**src/logger_pkg.sv**
```systemverilog
// Shared constants and carrier types for the event and interval logger.
// Assumes a 200 MHz clock and a 64-bit word-wide non-volatile store.
`default_nettype none

package logger_pkg;
    // Store geometry
    localparam int EV_DEPTH = 1024;
    localparam int IV_DAYS = 120;
    localparam int IV_PER_DAY = 24;
    localparam int IV_DEPTH = IV_DAYS * IV_PER_DAY;
    localparam int AGE_W = 12;
    // Word addresses in the non-volatile store
    localparam logic [11:0] EV_BASE = 12'h000;
    localparam logic [11:0] IV_BASE = 12'h400;
    localparam logic [11:0] HDR_ADDR = 12'hf40;
    localparam logic [11:0] DYN_ADDR = 12'hf41;
    // Timing
    localparam int INTERVAL_SEC = 3600;
    localparam int CLK_PERIOD_NS = 5;
    localparam int FLASH_MS = 100;
    localparam int FLASH_CYC = FLASH_MS * 1000000 / CLK_PERIOD_NS;
    // Record kinds and header marker
    localparam logic [3:0] KIND_EVENT = 4'h1;
    localparam logic [3:0] KIND_INTERVAL = 4'h2;
    localparam logic [3:0] KIND_PDOWN = 4'h3;
    localparam logic [3:0] KIND_PUP = 4'h4;
    localparam logic [7:0] HDR_MARK = 8'ha5;
    // Status word field positions
    localparam int BF_BIT = 10;
    localparam int LOWBAT_BIT = 11;

    // One stored record, one store word
    typedef struct packed {
        logic [3:0] kind;
        logic [11:0] info;
        logic [15:0] banks;
        logic [31:0] stamp;
    } record_t;

    // Pointer state saved at power-down
    typedef struct packed {
        logic [7:0] mark;
        logic evFull;
        logic [9:0] evHead;
        logic ivFull;
        logic [11:0] ivHead;
        logic [31:0] stamp;
    } header_t;

    // Off-load request
    typedef struct packed {
        logic isQuery;
        logic isInterval;
        logic [11:0] age;
        logic [31:0] when;
    } request_t;
endpackage : logger_pkg

`default_nettype wire

```
**src/ring_index.sv**
```systemverilog
// Circular store index: head, wrap, full flag and age to slot mapping.
// Assumes the owner advances it only after a slot write is accepted.
`default_nettype none

module ring_index #(
    parameter int DEPTH = 1024,
    parameter int AW = $clog2(DEPTH)
) (
    // Clock and reset
    input wire logic clock,
    input wire logic rst_b,
    // Control
    input wire logic advance,
    input wire logic load,
    input wire logic [AW-1:0] loadHead,
    input wire logic loadFull,
    input wire logic [11:0] age,
    // State
    output logic [AW-1:0] head,
    output logic full,
    output logic [AW-1:0] succHead,
    output logic succFull,
    output logic [AW-1:0] ageIdx,
    output logic ageOk
);
    logic [AW-1:0] head_r, head_nxt; // Next slot to write
    logic full_r, full_nxt; // Set once the ring has wrapped

    if (DEPTH < 2 || DEPTH > 4096) begin : g_chk
        $error("ring_index: DEPTH out of range");
    end

    // Successor and age arithmetic
    always_comb begin
        int back;
        back = int'(head_r) - 1 - int'(age);
        if (back < 0) begin
            back = back + DEPTH;
        end
        ageIdx = AW'(back);
        ageOk = full_r ? (int'(age) < DEPTH) : (int'(age) < int'(head_r));
        // Oldest slot is reused once full
        succFull = full_r || (int'(head_r) == DEPTH - 1);
        succHead = (int'(head_r) == DEPTH - 1) ? '0 : AW'(head_r + 1'b1);
        head_nxt = head_r;
        full_nxt = full_r;
        if (load) begin
            head_nxt = loadHead;
            full_nxt = loadFull;
        end else if (advance) begin
            head_nxt = succHead;
            full_nxt = succFull;
        end
    end

    // Index registers
    always_ff @(posedge clock or negedge rst_b) begin
        if (!rst_b) begin
            head_r <= '0;
            full_r <= 1'b0;
        end else begin
            head_r <= head_nxt;
            full_r <= full_nxt;
        end
    end

    assign head = head_r;
    assign full = full_r;
endmodule : ring_index

`default_nettype wire

```
**src/event_interval_logger.sv**
```systemverilog
// Event and interval logger with power-fail save, writing a word store.
// Assumes status, calendar and requests share the clock; pins are async.
// Functional notes
// - Log each status change with calendar stamp
// - Keep the newest 1024 events
// - Log parameters and banks every interval
// - Interval store fixed at 120 hourly days
// - Full interval store overwrites oldest record
// - Reader off-loads records on request
// - Answer fault and bank status at time
// - Power warning saves dynamics and down record
// - Power return writes matching up record
// - Backlight off on warning, flash after save
// - Save keeps pointers and counters intact
// - Battery fault raises status, stops logging
// - Low battery indicated; faults appear in log
`default_nettype none

module event_interval_logger
    import logger_pkg::*;
#(
    parameter int FLASH_CYCLES = FLASH_CYC,
    parameter int INTERVAL_SECONDS = INTERVAL_SEC
) (
    // Clock and reset
    input wire logic clock,
    input wire logic rst_b,
    // Operating status
    input wire logic [9:0] faultFlags,
    input wire logic [15:0] bankState,
    input wire logic [11:0] paramWord,
    input wire logic [63:0] dynData,
    // Calendar
    input wire logic [31:0] rtcNow,
    input wire logic secondTick,
    // Supply and battery pins
    input wire logic pfWarnPin,
    input wire logic battFaultPin,
    input wire logic battLowPin,
    // Off-load requests from the reader side
    input wire logic reqValid,
    input wire request_t reqIn,
    output logic reqReady,
    output logic ansValid,
    output record_t ansRec,
    output logic ansHit,
    // Non-volatile store
    output logic nvmReq,
    output logic nvmWe,
    output logic [11:0] nvmAddr,
    output logic [63:0] nvmWdata,
    input wire logic nvmAck,
    input wire logic [63:0] nvmRdata,
    // Indicators
    output logic backlightOn,
    output logic backupCellFaultStatus,
    output logic lowBattery,
    output logic loggingStopped
);
    localparam int FW = $clog2(FLASH_CYCLES + 1);
    localparam int SW = $clog2(INTERVAL_SECONDS + 1);

    if (FLASH_CYCLES < 1 || INTERVAL_SECONDS < 1) begin : g_chk
        $error("event_interval_logger: counts must be at least one");
    end

    typedef enum logic [3:0] {
        S_RESTORE, S_IDLE, S_LOG_EVENT, S_LOG_IV, S_FETCH, S_READ,
        S_PD_EVENT, S_PD_HDR, S_PD_DYN, S_FLASH, S_HALT
    } state_t;

    // Pin synchronisers, first stage read only by the second
    logic [2:0] pinMeta_r, pinSync_r;
    logic pfWarnS, battFaultS;

    always_ff @(posedge clock or negedge rst_b) begin
        if (!rst_b) begin
            pinMeta_r <= 3'h0;
            pinSync_r <= 3'h0;
        end else begin
            pinMeta_r <= {battLowPin, battFaultPin, pfWarnPin};
            pinSync_r <= pinMeta_r;
        end
    end
    assign pfWarnS = pinSync_r[0];
    assign battFaultS = pinSync_r[1];

    // Controller state
    state_t state_r, state_nxt;
    logic [11:0] addr_r, addr_nxt; // Store address of the access
    logic we_r, we_nxt; // Access is a write
    logic [63:0] wdata_r, wdata_nxt; // Write word
    logic [27:0] lastStat_r, lastStat_nxt; // Status last logged
    logic puPend_r, puPend_nxt; // Power-up record still owed
    logic ivDue_r, ivDue_nxt; // Interval record owed
    logic [SW-1:0] secCnt_r, secCnt_nxt; // Seconds into interval
    logic [FW-1:0] flash_r, flash_nxt; // Backlight flash countdown
    logic backlight_r, backlight_nxt;
    request_t req_r, req_nxt; // Request being served
    logic [11:0] scan_r, scan_nxt; // Age being fetched
    logic ansValid_r, ansValid_nxt;
    logic ansHit_r, ansHit_nxt;
    record_t ansRec_r, ansRec_nxt;

    // Ring control
    logic evAdv, ivAdv, ptrLoad;
    logic [9:0] evHead, evSucc, evIdx;
    logic [11:0] ivHead, ivIdx;
    logic evFull, evSuccFull, evOk, ivFull, ivOk;

    logic [11:0] curInfo; // Fault word including battery flags
    logic [27:0] curStat;
    logic logAllowed, evChange, reqTake;
    record_t rdRec, wrRec;
    header_t rdHdr, pdHdr;

    // Battery flags go into the logged status word
    assign curInfo = {pinSync_r[2], battFaultS, faultFlags};
    assign curStat = {curInfo, bankState};
    // Logging halts once a battery fault itself has been logged
    assign logAllowed = !(battFaultS && lastStat_r[16 + BF_BIT]);
    assign evChange = logAllowed && (curStat != lastStat_r);
    assign rdRec = record_t'(nvmRdata);
    assign rdHdr = header_t'(nvmRdata);
    assign wrRec = record_t'(wdata_r);
    assign pdHdr = '{mark: HDR_MARK, evFull: evSuccFull, evHead: evSucc,
                     ivFull: ivFull, ivHead: ivHead, stamp: rtcNow};
    assign reqReady = (state_r == S_IDLE) && !pfWarnS && !puPend_r && !evChange
                      && !(logAllowed && ivDue_r);
    assign reqTake = reqReady && reqValid;

    ring_index #(.DEPTH(EV_DEPTH)) evRing (
        .clock(clock), .rst_b(rst_b), .advance(evAdv), .load(ptrLoad),
        .loadHead(rdHdr.evHead), .loadFull(rdHdr.evFull), .age(scan_r),
        .head(evHead), .full(evFull), .succHead(evSucc), .succFull(evSuccFull),
        .ageIdx(evIdx), .ageOk(evOk)
    );

    // Interval store sized for hourly records over the fixed span
    ring_index #(.DEPTH(IV_DEPTH)) ivRing (
        .clock(clock), .rst_b(rst_b), .advance(ivAdv), .load(ptrLoad),
        .loadHead(rdHdr.ivHead), .loadFull(rdHdr.ivFull), .age(scan_r),
        .head(ivHead), .full(ivFull), .succHead(), .succFull(),
        .ageIdx(ivIdx), .ageOk(ivOk)
    );

    // Next-state logic for the whole controller
    always_comb begin
        state_nxt = state_r;
        addr_nxt = addr_r;
        we_nxt = we_r;
        wdata_nxt = wdata_r;
        lastStat_nxt = lastStat_r;
        puPend_nxt = puPend_r;
        ivDue_nxt = ivDue_r;
        secCnt_nxt = secCnt_r;
        flash_nxt = flash_r;
        backlight_nxt = backlight_r;
        req_nxt = req_r;
        scan_nxt = scan_r;
        ansValid_nxt = 1'b0;
        ansHit_nxt = ansHit_r;
        ansRec_nxt = ansRec_r;
        evAdv = 1'b0;
        ivAdv = 1'b0;
        ptrLoad = 1'b0;
        // Interval timer; a due flag raised now beats the clear below
        if (secondTick) begin
            secCnt_nxt = (int'(secCnt_r) == INTERVAL_SECONDS - 1) ? '0 : SW'(secCnt_r + 1'b1);
        end
        case (state_r)
            S_RESTORE: begin
                // Pointers survive only if a valid header was saved
                if (nvmAck) begin
                    ptrLoad = (rdHdr.mark == HDR_MARK);
                    state_nxt = S_IDLE;
                end
            end
            S_IDLE: begin
                if (pfWarnS) begin
                    backlight_nxt = 1'b0;
                    addr_nxt = EV_BASE + 12'(evHead);
                    we_nxt = 1'b1;
                    wdata_nxt = {KIND_PDOWN, curInfo, bankState, rtcNow};
                    state_nxt = S_PD_EVENT;
                end else if (puPend_r || evChange) begin
                    addr_nxt = EV_BASE + 12'(evHead);
                    we_nxt = 1'b1;
                    wdata_nxt = {(puPend_r ? KIND_PUP : KIND_EVENT), curInfo,
                                 bankState, rtcNow};
                    state_nxt = S_LOG_EVENT;
                end else if (logAllowed && ivDue_r) begin
                    addr_nxt = IV_BASE + ivHead;
                    we_nxt = 1'b1;
                    wdata_nxt = {KIND_INTERVAL, paramWord, bankState, rtcNow};
                    state_nxt = S_LOG_IV;
                end else if (reqTake) begin
                    req_nxt = reqIn;
                    req_nxt.isInterval = reqIn.isInterval && !reqIn.isQuery;
                    scan_nxt = reqIn.isQuery ? 12'h000 : reqIn.age;
                    state_nxt = S_FETCH;
                end
            end
            S_LOG_EVENT: begin
                if (nvmAck) begin
                    evAdv = 1'b1;
                    puPend_nxt = 1'b0;
                    lastStat_nxt = {wrRec.info, wrRec.banks};
                    state_nxt = S_IDLE;
                end
            end
            S_LOG_IV: begin
                if (nvmAck) begin
                    ivAdv = 1'b1;
                    ivDue_nxt = 1'b0;
                    state_nxt = S_IDLE;
                end
            end
            S_FETCH: begin
                // Ages past the stored count answer as a miss
                if (req_r.isInterval ? ivOk : evOk) begin
                    addr_nxt = req_r.isInterval ? (IV_BASE + ivIdx) : (EV_BASE + 12'(evIdx));
                    we_nxt = 1'b0;
                    state_nxt = S_READ;
                end else begin
                    ansValid_nxt = 1'b1;
                    ansHit_nxt = 1'b0;
                    ansRec_nxt = '0;
                    state_nxt = S_IDLE;
                end
            end
            S_READ: begin
                if (nvmAck) begin
                    // Walk back from newest to the first record at or before the time
                    if (!req_r.isQuery || rdRec.stamp <= req_r.when) begin
                        ansValid_nxt = 1'b1;
                        ansHit_nxt = 1'b1;
                        ansRec_nxt = rdRec;
                        state_nxt = S_IDLE;
                    end else begin
                        scan_nxt = scan_r + 12'h001;
                        state_nxt = S_FETCH;
                    end
                end
            end
            S_PD_EVENT: begin
                if (nvmAck) begin
                    evAdv = 1'b1;
                    addr_nxt = HDR_ADDR;
                    wdata_nxt = pdHdr;
                    state_nxt = S_PD_HDR;
                end
            end
            S_PD_HDR: begin
                if (nvmAck) begin
                    addr_nxt = DYN_ADDR;
                    wdata_nxt = dynData;
                    state_nxt = S_PD_DYN;
                end
            end
            S_PD_DYN: begin
                if (nvmAck) begin
                    backlight_nxt = 1'b1;
                    flash_nxt = FW'(FLASH_CYCLES - 1);
                    state_nxt = S_FLASH;
                end
            end
            S_FLASH: begin
                if (flash_r == '0) begin
                    backlight_nxt = 1'b0;
                    state_nxt = S_HALT;
                end else begin
                    flash_nxt = flash_r - 1'b1;
                end
            end
            S_HALT: begin
                // Supply came back without a reset: owe a power-up record
                if (!pfWarnS) begin
                    backlight_nxt = 1'b1;
                    puPend_nxt = 1'b1;
                    state_nxt = S_IDLE;
                end
            end
            default: state_nxt = S_IDLE;
        endcase
        if (secondTick && int'(secCnt_r) == INTERVAL_SECONDS - 1) begin
            ivDue_nxt = 1'b1;
        end
    end

    // Controller registers; restore read of the header starts at reset
    always_ff @(posedge clock or negedge rst_b) begin
        if (!rst_b) begin
            state_r <= S_RESTORE;
            addr_r <= HDR_ADDR;
            we_r <= 1'b0;
            wdata_r <= 64'h0;
            lastStat_r <= 28'h0;
            puPend_r <= 1'b1;
            ivDue_r <= 1'b0;
            secCnt_r <= '0;
            flash_r <= '0;
            backlight_r <= 1'b1;
            req_r <= '0;
            scan_r <= 12'h000;
            ansValid_r <= 1'b0;
            ansHit_r <= 1'b0;
            ansRec_r <= '0;
        end else begin
            state_r <= state_nxt;
            addr_r <= addr_nxt;
            we_r <= we_nxt;
            wdata_r <= wdata_nxt;
            lastStat_r <= lastStat_nxt;
            puPend_r <= puPend_nxt;
            ivDue_r <= ivDue_nxt;
            secCnt_r <= secCnt_nxt;
            flash_r <= flash_nxt;
            backlight_r <= backlight_nxt;
            req_r <= req_nxt;
            scan_r <= scan_nxt;
            ansValid_r <= ansValid_nxt;
            ansHit_r <= ansHit_nxt;
            ansRec_r <= ansRec_nxt;
        end
    end

    // Outputs
    assign nvmReq = (state_r == S_RESTORE) || (state_r == S_LOG_EVENT) ||
                    (state_r == S_LOG_IV) || (state_r == S_READ) ||
                    (state_r == S_PD_EVENT) || (state_r == S_PD_HDR) ||
                    (state_r == S_PD_DYN);
    assign nvmWe = we_r;
    assign nvmAddr = addr_r;
    assign nvmWdata = wdata_r;
    assign ansValid = ansValid_r;
    assign ansHit = ansHit_r;
    assign ansRec = ansRec_r;
    assign backlightOn = backlight_r;
    assign backupCellFaultStatus = battFaultS;
    assign lowBattery = pinSync_r[2];
    assign loggingStopped = !logAllowed;
endmodule : event_interval_logger

`default_nettype wire

```
**config.mk**
```make
export PLATFORM = sky130hd
export DESIGN_NAME = event_interval_logger
export DESIGN_NICKNAME = d
export VERILOG_FILES = /design/src/logger_pkg.sv /design/src/ring_index.sv /design/src/event_interval_logger.sv
export SDC_FILE = /design/constraint.sdc
export NUM_CORES = 1
export LEC_CHECK = 0
export BUFFER_PORTS_ARGS = -buffer_cell sky130_fd_sc_hd__clkbuf_2
export CAP_MARGIN = 15
export CORE_ASPECT_RATIO = 2
export CORE_MARGIN = 3
export CORE_UTILIZATION = 31
export CTS_BUF_LIST = sky130_fd_sc_hd__clkbuf_4
export DETAILED_ROUTE_END_ITERATION = 10
export GPL_TIMING_DRIVEN = 1
export PLACE_DENSITY_LB_ADDON = 0.3
export SKIP_LAST_GASP = 1
export SLEW_MARGIN = 20
export SYNTH_ARGS = -nofsm -noshare
export SYNTH_HDL_FRONTEND = slang
export SYNTH_HIERARCHICAL = 1
export SYNTH_SLANG_ARGS = --single-unit
```
**constraint.sdc**
```tcl
create_clock -name clock -period 4 [get_ports clock]
set_input_delay 0.4 -clock clock [delete_from_list [all_inputs] [get_ports clock]]
set_output_delay 0.4 -clock clock [all_outputs]
set_load 0.05 [all_outputs]
```
==> flow_summary_export.csv, run 1 <==
group,metric,value,unit
outcome,outcome,"completed",
global_routing,grt_pass1_vias,18380,
cells_and_area,nets,2956,
clock_tree,cts_resized,0,
sta,finalSetupTns,0,ps
pwr,power_frac_seq,27.0,%
drt,vias_per_cell,5.070,
floorplanning,die_y,340.0,um
pwr,cellInternalPower,9.682,mW
synth,syn_area,17290,um^2
sta,slew_violations,0,
pwr,vdd_ir_drop_max,0.5210,mV
pwr,power_frac_clock,14.0,%
drt,num_vias,17280,
worst_setup_path,r2r-start,"ivRing/head[0]",
synth,avgSynthCellArea,8.851,um^2
floorplanning,die-area,58800,um^2
pwr,switching_share,50.45,%
pwr,power,19.54,mW
drt,ant_nets,0,
worst_setup_path,crit_path_max_fanout,7,
synth,yosys_warnings,6,
worst_setup_path,crit_path_start_kind,"register",
worst_setup_path,worstSetupEndpointType,"register",
sta,finalSetupViolCount,0,
hold_path,hp-class,"in -> reg",
pwr,power_switching,9.859,mW
worst_setup_path,r2r_slack,270,ps
floorplanning,core,54810,um^2
clock_tree,cts_tree,"built",
drt,dr.first_iter.drc_count,889,
sta,rsz0062_at_grt,"no",
job,max-cap-violations,0,
cells_and_area,final_cells,3409,
drt,wl_per_cell,19.94,um
sta,hold_viol,0,
worst_setup_path,timing.rr.end,"nvmAddr[11]",
sta,fin_crit_sh,93.17,%
clock_tree,cts.htree.levels,3,
global_routing,grt_use_total,22.72,%
sta,slew_headroom,24.22,%
drt,wirelength,67.98,mm
cells_and_area,nFillCells,5383,
clock_tree,cts.sinks,291,
hold_path,hp-start,"reqIn[42]",
placed_design,gp_congestion,0.9667,
clock_tree,clk_pin_slew,70,ps
clock_tree,root_buffer,"clkbuf_4",
cells_and_area,layout-area-overhead-vs-synth,36.63,%
worst_setup_path,crit_path_start,"ivRing/head[0]",
worst_setup_path,crit_end,"nvmAddr[11]",
sta,fin_crit,3727,ps
clock_tree,worstSkewPairLatency,790,ps
sta,worstMarginPinSlew,1134,ps
clock_tree,cts_buffers,73,
drt,dr.pass1.iters,5,
synth,synth.net_count,2291,
pwr,power_frac_comb,59.0,%
global_routing,gr-total-overflow,0,
synth,synthCells,1953,
worst_setup_path,cp_data_required_time,4690,ps
floorplanning,initial_core_util,31.54,%
worst_setup_path,worst_r2r_path_depth,18,
sta,timing.fmax,268.3,MHz
cells_and_area,drive_gt1_share,25.88,%
pwr,pwr_density_cell,827.4,nW/um^2
drt,post-route-drc-count,0,
placed_design,dpl.hpwl,51.69,mm
floorplanning,row_count,121,
sta,fin_skew,52.95,ps
worst_setup_path,crit_arrival,4410,ps
global_routing,grt_max_degree,124,
floorplanning,io_pins,401,
worst_setup_path,path_class,"reg -> reg",
floorplanning,die_x,173.0,um
placed_design,io_buffers,400,
clock_tree,cts_max_path_buffers,3,
placed_design,dp_cells,3048,
global_routing,antenna_found_initial,2,
global_routing,grt_pass1_wl,104.7,mm
pwr,power.leakage,10.73,nW
-- layer usage --
metal | up-vias | routed length [um] | GRT usage (%)
li1 | 8191 | - | -
met1 | 8236 | 24990 | 23.99
met2 | 670 | 35580 | 42.15
met3 | 185 | 3596 | 4.298
met4 | 0 | 3813 | 12.38
met5 | - | 0 | 0
-- worst max-delay path: stages, from the launching register on --
cell and delay, ps:
dfrtp_1 380, inv_1 100, ha_1 230, nand3_2 120
or3_4 360, nor2_1 130, xnor2_1 150, ha_1 320
a21oi_1 190, o21ai_1 150, or2_2 300, o221ai_1 300
nand3_2 110, a21oi_2 160, xor2_1 190, xnor2_1 140
o21ai_0 90, a31oi_1 160, o21ai_0 80
-- per-stage QoR --
step / setup WS [ps] / utilization [%] / hold slack (ps) / cell area, um^2
floorplan: 541.0 / - / 104.4 / 17290
global placement: 298.0 / 37.07 / 337.7 / 20320
detailed placement: 306.5 / 37.07 / 338.7 / 20320
CTS: 1.090 / 43.06 / 16.24 / 23600
global route: 51.90 / 43.10 / 71.89 / 23620
finish: 273.1 / 43.10 / 86.27 / 23620
-- worst min-delay path by stage --
stage,depth (start not counted),endpoint,slack [ps]
6_report,5,scan_r[10],90
5_1_grt,3,nvmWdata[33],70
4_1_cts,3,nvmWdata[33],20
3_5_place_dp,0,pinSync_r[2],340
3_3_place_gp,0,pinSync_r[2],340
2_1_floorplan,0,ansHit,100
-- cell usage in the layout (no fill, tap or decap), types with 6 or more instances in the layout --
cell and instances:
clkbuf_2 399, nand2_1 349, dfrtp_1 284, dlygate4sd3_1 231
nor2_1 154, o21ai_0 135, clkbuf_4 107, inv_1 100
a21oi_1 89, ha_1 84, a31oi_1 70, mux2_2 63
xnor2_1 57, buf_4 57, xor2_1 49, nor3_1 34
nand4_1 32, nand3_1 30, mux2i_1 28, a22oi_1 22
nor4_1 19, o211ai_1 16, o21ai_1 15, nand2b_1 15
a211oi_1 14, nor2b_1 12, o21a_1 12, or3_1 11
a221oi_1 11, clkinv_1 11, and3_1 10, a21o_1 8
o31ai_1 8, nor3b_1 7, dfstp_2 7, o31a_1 6
-- what timing repair did --
item / CTS / global route
hold buffers: 231 / 0
hold endpoints to repair: 262 / 0
buffers inserted: 0 / 2
setup endpoints to repair: 0 / 1
-- area by class of cell --
cell class	count	area, um^2	share of cell area (%)
multi-input combinational	1456	9190	38.91
timing repair buffer	693	4852	20.54
clock buffer	107	803.3	3.401
tap	738	923.4	3.910
sequential	291	7291	30.87
antenna	1	2.502	0.01059
inverter	103	386.6	1.637
clock inverter	20	170.2	0.7205
-- sequential cells by signal (all words and copies together) (netlist names), 3 cells and up --
register,flops
pinSync_r,3
nvmWdata,64
req_r,34
evRing/head,10
secCnt_r,12
pinMeta_r,3
nvmAddr,12
lastStat_r,28
flash_r,25
scan_r,12
state_r,4
ansRec,64
ivRing/head,12
-- power groups by stage --
stage               clock (mW)  sequential (mW)  combinational [mW]
floorplan                    0             7.45                5.17
global placement             0             5.24                10.6
detailed placement           0             5.30                10.7
CTS                       2.86             5.25                11.5
global route              2.99             5.43                12.5
finish                    2.73             5.27                11.5
No activity file was read; power rests on OpenSTA's default activity.
==> run 2, diff against run 1 <==
--- a/config.mk
+++ b/config.mk
@@ -5,6 +5,7 @@
 export SDC_FILE = /design/constraint.sdc
 export NUM_CORES = 1
 export LEC_CHECK = 0
+export ABC_AREA = 1
 export BUFFER_PORTS_ARGS = -buffer_cell sky130_fd_sc_hd__clkbuf_2
 export CAP_MARGIN = 15
 export CORE_ASPECT_RATIO = 2
==> run 2 against run 1 <==
  * Sequential power decreased by 0.8%
  * Non-clock buffer count down 22
  * Combinational power is 8% higher
  * Count of clock-buffer cells in the layout up 1
  * Critical endpoint is now nvmWdata[48]
  * Synthesized cell count is 31% higher
  * Worst setup slack worse by 17 ps
  * Register-to-register slack lost 20 ps
  * Clock power fell by 3%
  * Via count grew 12%
==> flow_summary_export.csv, run 2 <==
group,metric,value,unit
clock_tree,post_cts_buffers,0,
job,max-cap-violations,0,
sta,slew_headroom,28.84,%
drt,vias_per_cell,4.793,
global_routing,grt_pass1_wl,109.9,mm
worst_setup_path,cp_common_cell,"nand2_1",
clock_tree,root_buffer,"clkbuf_4",
sta,hold_viol,0,
placed_design,placed_area,21240,um^2
clock_tree,worstSkewPairLatency,840,ps
drt,dr.pass1.iters,6,
global_routing,grt_use_met2,41.42,%
sta,worstMarginPinSlew,1061,ps
floorplanning,row_count,125,
global_routing,antenna_found_initial,10,
pwr,power,20.30,mW
worst_setup_path,worstSetupEndpointType,"register",
drt,wl_per_cell,17.99,um
clock_tree,cts_tree,"built",
drt,ant_nets,0,
drt,num_vias,19350,
worst_setup_path,cpPeakStageDelay,560,ps
synth,syn_area,18310,um^2
clock_tree,clk_pin_slew,70,ps
pwr,pwr_density_cell,830.2,nW/um^2
floorplanning,initial_core_util,31.39,%
sta,fin_crit,3743,ps
sta,rsz0062_at_grt,"no",
worst_setup_path,critPathSlowestCell,"dlygate4sd3_1",
cells_and_area,drive_gt1_share,20.21,%
drt,wirelength,72.64,mm
worst_setup_path,cp_data_required_time,4740,ps
global_routing,use_met3,4.951,%
cells_and_area,nFillCells,5980,
cells_and_area,layout-area-overhead-vs-synth,33.55,%
placed_design,gp_congestion,0.9395,
floorplanning,core,58340,um^2
drt,post-route-drc-count,0,
worst_setup_path,path_class,"reg -> reg",
global_routing,grt_max_degree,106,
cells_and_area,stdcell_area,24450,um^2
cells_and_area,final_cell_mix,"nand2_1 (915), clkbuf_2 (399), inv_1 (331), dfrtp_1 (284), dlygate4sd3_1 (225)",
worst_setup_path,crit_arrival,4480,ps
sta,worst_slack,256.6,ps
outcome,outcome,"completed",
synth,synth.net_count,2887,
worst_setup_path,crit_path_start_kind,"register",
global_routing,use_met1,23.51,%
global_routing,grt_use_total,22.92,%
cells_and_area,final_common_cell,"nand2_1",
worst_setup_path,crit_path_max_fanout,20,
global_routing,gr-total-overflow,0,
pwr,power.leakage,12.99,nW
clock_tree,cts.sinks,291,
cells_and_area,final_cells,4037,
sta,holdWs,48.51,ps
sta,slew_violations,0,
worst_setup_path,crit_buf_inv,4,
floorplanning,die_y,349.7,um
placed_design,pre_cts_ws,386.5,ps
synth,synthCells,2549,
synth,yosys_warnings,6,
pwr,vdd_ir_drop_max,0.5094,mV
cells_and_area,nets,3549,
placed_design,dpl.hpwl,55.29,mm
sta,finalSetupTns,0,ps
floorplanning,die_x,177.9,um
sta,timing.fmax,267.1,MHz
clock_tree,cts_buffers,76,
clock_tree,cts.htree.levels,3,
placed_design,dp_cells,3670,
sta,finalSetupViolCount,0,
cells_and_area,postLayoutCoreUtil,41.92,%
floorplanning,die-area,62200,um^2
placed_design,io_buffers,400,
global_routing,grt_pass1_vias,20060,
sta,fin_crit_sh,93.59,%
floorplanning,io_pins,401,
worst_setup_path,worstPathCellList,"ha_1 > nor2_1 > nand2_1 > nor2_1 > nand3_1 > o21ai_4 > buf_6 > nand3_2 > buf_4 > nand2_1 > nand3_1 > dlygate4sd3_1 > nand2_1 > dlygate4sd3_1 > nand2_1 > nand2_1",
sta,fin_skew,57.09,ps
synth,avgSynthCellArea,7.184,um^2
global_routing,busiest_layer,"met2",
hold_path,hp-class,"in -> reg",
drt,dr.first_iter.drc_count,922,
worst_setup_path,cp_top_family,"buffers and inverters",
clock_tree,cts_max_path_buffers,3,
run 2: path summary, 6_finish.rpt:
check / slack, ps / end / cells past startpoint / start
max: 260 / nvmWdata[48] / 16 / pinSync_r[1]
min: 50 / nvmWdata[45] / 5 / bankState[13]
max reg2reg: 260 / nvmWdata[48] / 16 / pinSync_r[1]
min reg2reg: 350 / pinSync_r[2] / 0 / pinMeta_r[2]
max in group asynchronous: 2730 / nvmWdata[0] / 3 / rst_b
min in group asynchronous: 220 / ansRec[1] / 2 / rst_b
run 2: worst reg2reg max path: cells and delay by family, from the launching register on:
kind                       cells  cell delay (ps)
buffers and inverters          4             1640
DFF                            1              450
AOI/OAI and AO/OA              1              290
and+or+nand+nor               10              950
adders and majority gates      1              340
run 2: timing repair:
action | CTS | global route
gates resized for setup | 0 | 2
hold endpoints to repair | 297 | 0
endpoints found under the setup margin | 0 | 2
hold buffers | 225 | 0
run 2: report_power, final:
part / leakage, nW / total, mW / switching [mW] / internal, mW
clock: 0.548 / 2.66 / 1.40 / 1.25
sequential: 3.55 / 5.23 / 0.990 / 4.24
combinational: 8.89 / 12.4 / 8.63 / 3.79
run 2: layer usage:
layer  routed length, um  vias up
met5                  22        -
met4                5133        4
met3                4949      241
met2               35670      752
met1               26870     8891
li1                    -     9462
run 2: layout make-up:
| type | count | area (um^2) | area share (%) |
|---|---|---|---|
| inverters | 354 | 1331 | 5.444 |
| clock inverters | 25 | 123.9 | 0.5065 |
| clock buffers | 108 | 810.8 | 3.315 |
| flip-flops and latches | 291 | 7291 | 29.81 |
| multi-input cells | 1817 | 9259 | 37.86 |
| well taps | 762 | 953.4 | 3.899 |
| diodes | 9 | 22.52 | 0.09210 |
| repair buffers | 671 | 4663 | 19.07 |
==> run 3, diff against run 2 <==
--- a/config.mk
+++ b/config.mk
@@ -9,7 +9,6 @@
 export BUFFER_PORTS_ARGS = -buffer_cell sky130_fd_sc_hd__clkbuf_2
 export CAP_MARGIN = 15
 export CORE_ASPECT_RATIO = 2
-export CORE_MARGIN = 3
 export CORE_UTILIZATION = 31
 export CTS_BUF_LIST = sky130_fd_sc_hd__clkbuf_4
 export DETAILED_ROUTE_END_ITERATION = 10
@@ -19,5 +18,4 @@
 export SLEW_MARGIN = 20
 export SYNTH_ARGS = -nofsm -noshare
 export SYNTH_HDL_FRONTEND = slang
-export SYNTH_HIERARCHICAL = 1
 export SYNTH_SLANG_ARGS = --single-unit
==> constraint.sdc (replaced) <==
create_clock -name clock -period 4.7 [get_ports clock]
set_input_delay 0.47 -clock clock [delete_from_list [all_inputs] [get_ports clock]]
set_output_delay 0.47 -clock clock [all_outputs]
set_load 0.05 [all_outputs]
==> run 3 against run 2 <==
  * Design area is 5.7% lower
  * Synthesized area is 5.3% lower
  * Worst setup slack gained 370 ps
  * Largest cell class unchanged
  * Largest power group unchanged
==> flow_summary_export.csv, run 3 <==
group,metric,value,unit
synth,yosys_most_used_dff,"dfrtp_1",
pwr,pwr_density_cell,710.7,nW/um^2
global_routing,grt_use_total,24.57,%
synth,synthTopCellsByCount,"nand2_1 (643), inv_1 (291), dfrtp_1 (284)",
clock_tree,post_cts_buffers,0,
worst_setup_path,r2r-start,"state_r[1]",
clock_tree,root_buffer,"clkbuf_4",
synth,synth.net_count,2640,
sta,fin_skew,39.96,ps
job,max-cap-violations,0,
synth,yosysMostFrequentCell,"nand2_1",
drt,num_vias,18240,
cells_and_area,nets,3259,
worst_setup_path,crit_arrival,4800,ps
floorplanning,die-area,56950,um^2
clock_tree,cts_tree,"built",
sta,fin_crit_sh,86.75,%
placed_design,io_buffers,400,
synth,ys_ff_latch,291,
worst_setup_path,crit_path_max_fanout,58,
pwr,power_frac_clock,13.9,%
synth,yosys.cell_types.count,57,
floorplanning,io_pins,401,
sta,finalSetupTns,0,ps
synth,seq_area_frac_synth,42.04,%
worst_setup_path,crit_path_start_kind,"register",
clock_tree,cts_max_path_buffers,3,
global_routing,grt_pass1_vias,18970,
drt,vias_per_cell,4.903,
synth,async_flop_share,100.0,%
sta,worstMarginPinSlew,981.0,ps
synth,synthXorXnorAreaFrac,3.030,%
floorplanning,die_y,336.5,um
floorplanning,row_count,122,
sta,timing.fmax,245.3,MHz
synth,avgSynthCellArea,7.543,um^2
cells_and_area,final_common_cell,"nand2_1",
sta,slew_violations,0,
synth,synth_top_family_by_area,"simple AND/OR/NAND/NOR gates",
synth,yosys_warnings,0,
floorplanning,die_x,169.2,um
pwr,power_frac_comb,59.2,%
placed_design,dpl.hpwl,51.97,mm
synth,synth_compound_area_share,14.26,%
synth,syn_area,17340,um^2
synth,synthTopCellsByArea,"dfrtp_1 (41%), nand2_1 (14%), inv_1 (6.3%)",
synth,synthCells,2299,
synth,synth_top_area_share,40.98,%
synth,synth_edf_count,0,
global_routing,antenna_found_initial,4,
pwr,power_frac_seq,26.9,%
cells_and_area,layout-area-overhead-vs-synth,32.97,%
synth,yosysTopAreaCell,"dfrtp_1",
sta,worst_slack,622.5,ps
global_routing,grt_pass1_wl,105.8,mm
worst_setup_path,crit_end,"nvmWdata[58]",
clock_tree,cts.htree.levels,3,
global_routing,gr-total-overflow,0,
synth,synthAdderAreaFrac,6.508,%
cells_and_area,postLayoutCoreUtil,41.73,%
worst_setup_path,r2r_slack,620,ps
pwr,vdd_ir_drop_max,0.3283,mV
worst_setup_path,timing.rr.end,"nvmWdata[58]",
sta,holdWs,76.87,ps
synth,muxShareOfSynthArea,0,%
cells_and_area,final_cell_mix,"nand2_1 (643), clkbuf_2 (399), inv_1 (291), dfrtp_1 (284), nor2_1 (208)",
hold_path,hp-class,"in -> reg",
worst_setup_path,worstSetupEndpointType,"register",
drt,wl_per_cell,18.81,um
clock_tree,cts_buffers,76,
drt,dr.pass1.iters,8,
worst_setup_path,cp_data_required_time,5420,ps
floorplanning,initial_core_util,31.38,%
sta,finalSetupViolCount,0,
clock_tree,postCtsHoldBufs,199,
clock_tree,cts.sinks,291,
synth,synth-simple-area-share,25.15,%
floorplanning,core,55260,um^2
pwr,power_switching,8.703,mW
sta,hold_viol,0,
outcome,outcome,"completed",
cells_and_area,drive_gt1_share,20.23,%
cells_and_area,stdcell_area,23060,um^2
sta,fin_crit,4077,ps
worst_setup_path,crit_path_start,"state_r[1]",
drt,ant_nets,0,
sta,rsz0062_at_grt,"no",
clock_tree,worstSkewPairLatency,790,ps
worst_setup_path,path_class,"reg -> reg",
pwr,switching_share,53.10,%
worst_setup_path,worst_r2r_path_depth,11,
placed_design,pre_cts_ws,1120,ps
placed_design,placed_area,20080,um^2
sta,slew_headroom,34.36,%
drt,post-route-drc-count,0,
drt,wirelength,69.97,mm
pwr,power.leakage,12.03,nW
global_routing,grt_max_degree,132,
clock_tree,cts_resized,0,
clock_tree,clk_pin_slew,70,ps
pwr,cellInternalPower,7.685,mW
drt,dr.first_iter.drc_count,964,
placed_design,gp_congestion,0.9754,
## run 3: critical path, cell delays in order (launching register included)
cell and delay, ps:
dfrtp_1 500, inv_2 90, nor2_1 130, inv_2 70, nor2_1 320, inv_2 340
nand3_1 210, nand3_4 540, inv_2 870, o211ai_1 200, dlygate4sd3_1 610, nand2_1 70
## run 3: how the worst min path moves through the flow
stage            startpoint      endpoint  cells past startpoint
3_3_place_gp   pinMeta_r[1]  pinSync_r[1]                      0
2_1_floorplan         rst_b        ansHit                      0
5_1_grt        nvmRdata[32]    ansRec[32]                      3
3_5_place_dp   pinMeta_r[2]  pinSync_r[2]                      0
6_report       nvmRdata[32]    ansRec[32]                      3
4_1_cts        nvmRdata[32]    ansRec[32]                      3
## run 3: metal layers
| metal | vias up | routed length [um] | GRT usage [%] |
|---|---|---|---|
| met5 | - | 0 | 0 |
| met4 | 0 | 4243 | 15.78 |
| met3 | 187 | 3894 | 3.979 |
| met2 | 743 | 37410 | 47.21 |
| met1 | 8554 | 24430 | 23.89 |
| li1 | 8755 | - | - |
## run 3: kinds of logic after synthesis
| family | after synthesis |
|---|---|
| compound gates | 420 |
| xor+xnor | 60 |
| fa+ha+maj | 89 |
| buf+inv | 388 |
| flops | 291 |
| simple gates | 1051 |
## run 3: power groups by stage
stage	clock network, mW	logic, mW	registers [mW]
after global routing	2.49	10.7	4.52
final	2.27	9.71	4.41
after detailed placement	0	9.16	4.43
after floorplan	0	4.86	6.05
after global placement	0	9.04	4.40
after CTS	2.39	9.66	4.39
## run 3: area by class of cell
type | count | area [um^2]
Timing Repair Buffer | 614 | 4174
Tap cell | 744 | 930.9
Fill cell | 5661 | 32200
Inverter | 315 | 1182
Clock inverter | 27 | 162.7
Multi-Input combinational cell | 1620 | 8526
Clock buffer | 104 | 780.7
Sequential cell | 291 | 7291
Antenna cell | 5 | 12.51
## run 3: per-stage QoR
step / cells / power [mW]
final: 3720 / 16.39
after global routing: 3720 / 17.68
after CTS: 3714 / 16.44
after detailed placement: 3384 / 13.59
after global placement: 3384 / 13.44
after floorplan: 2299 / 10.91
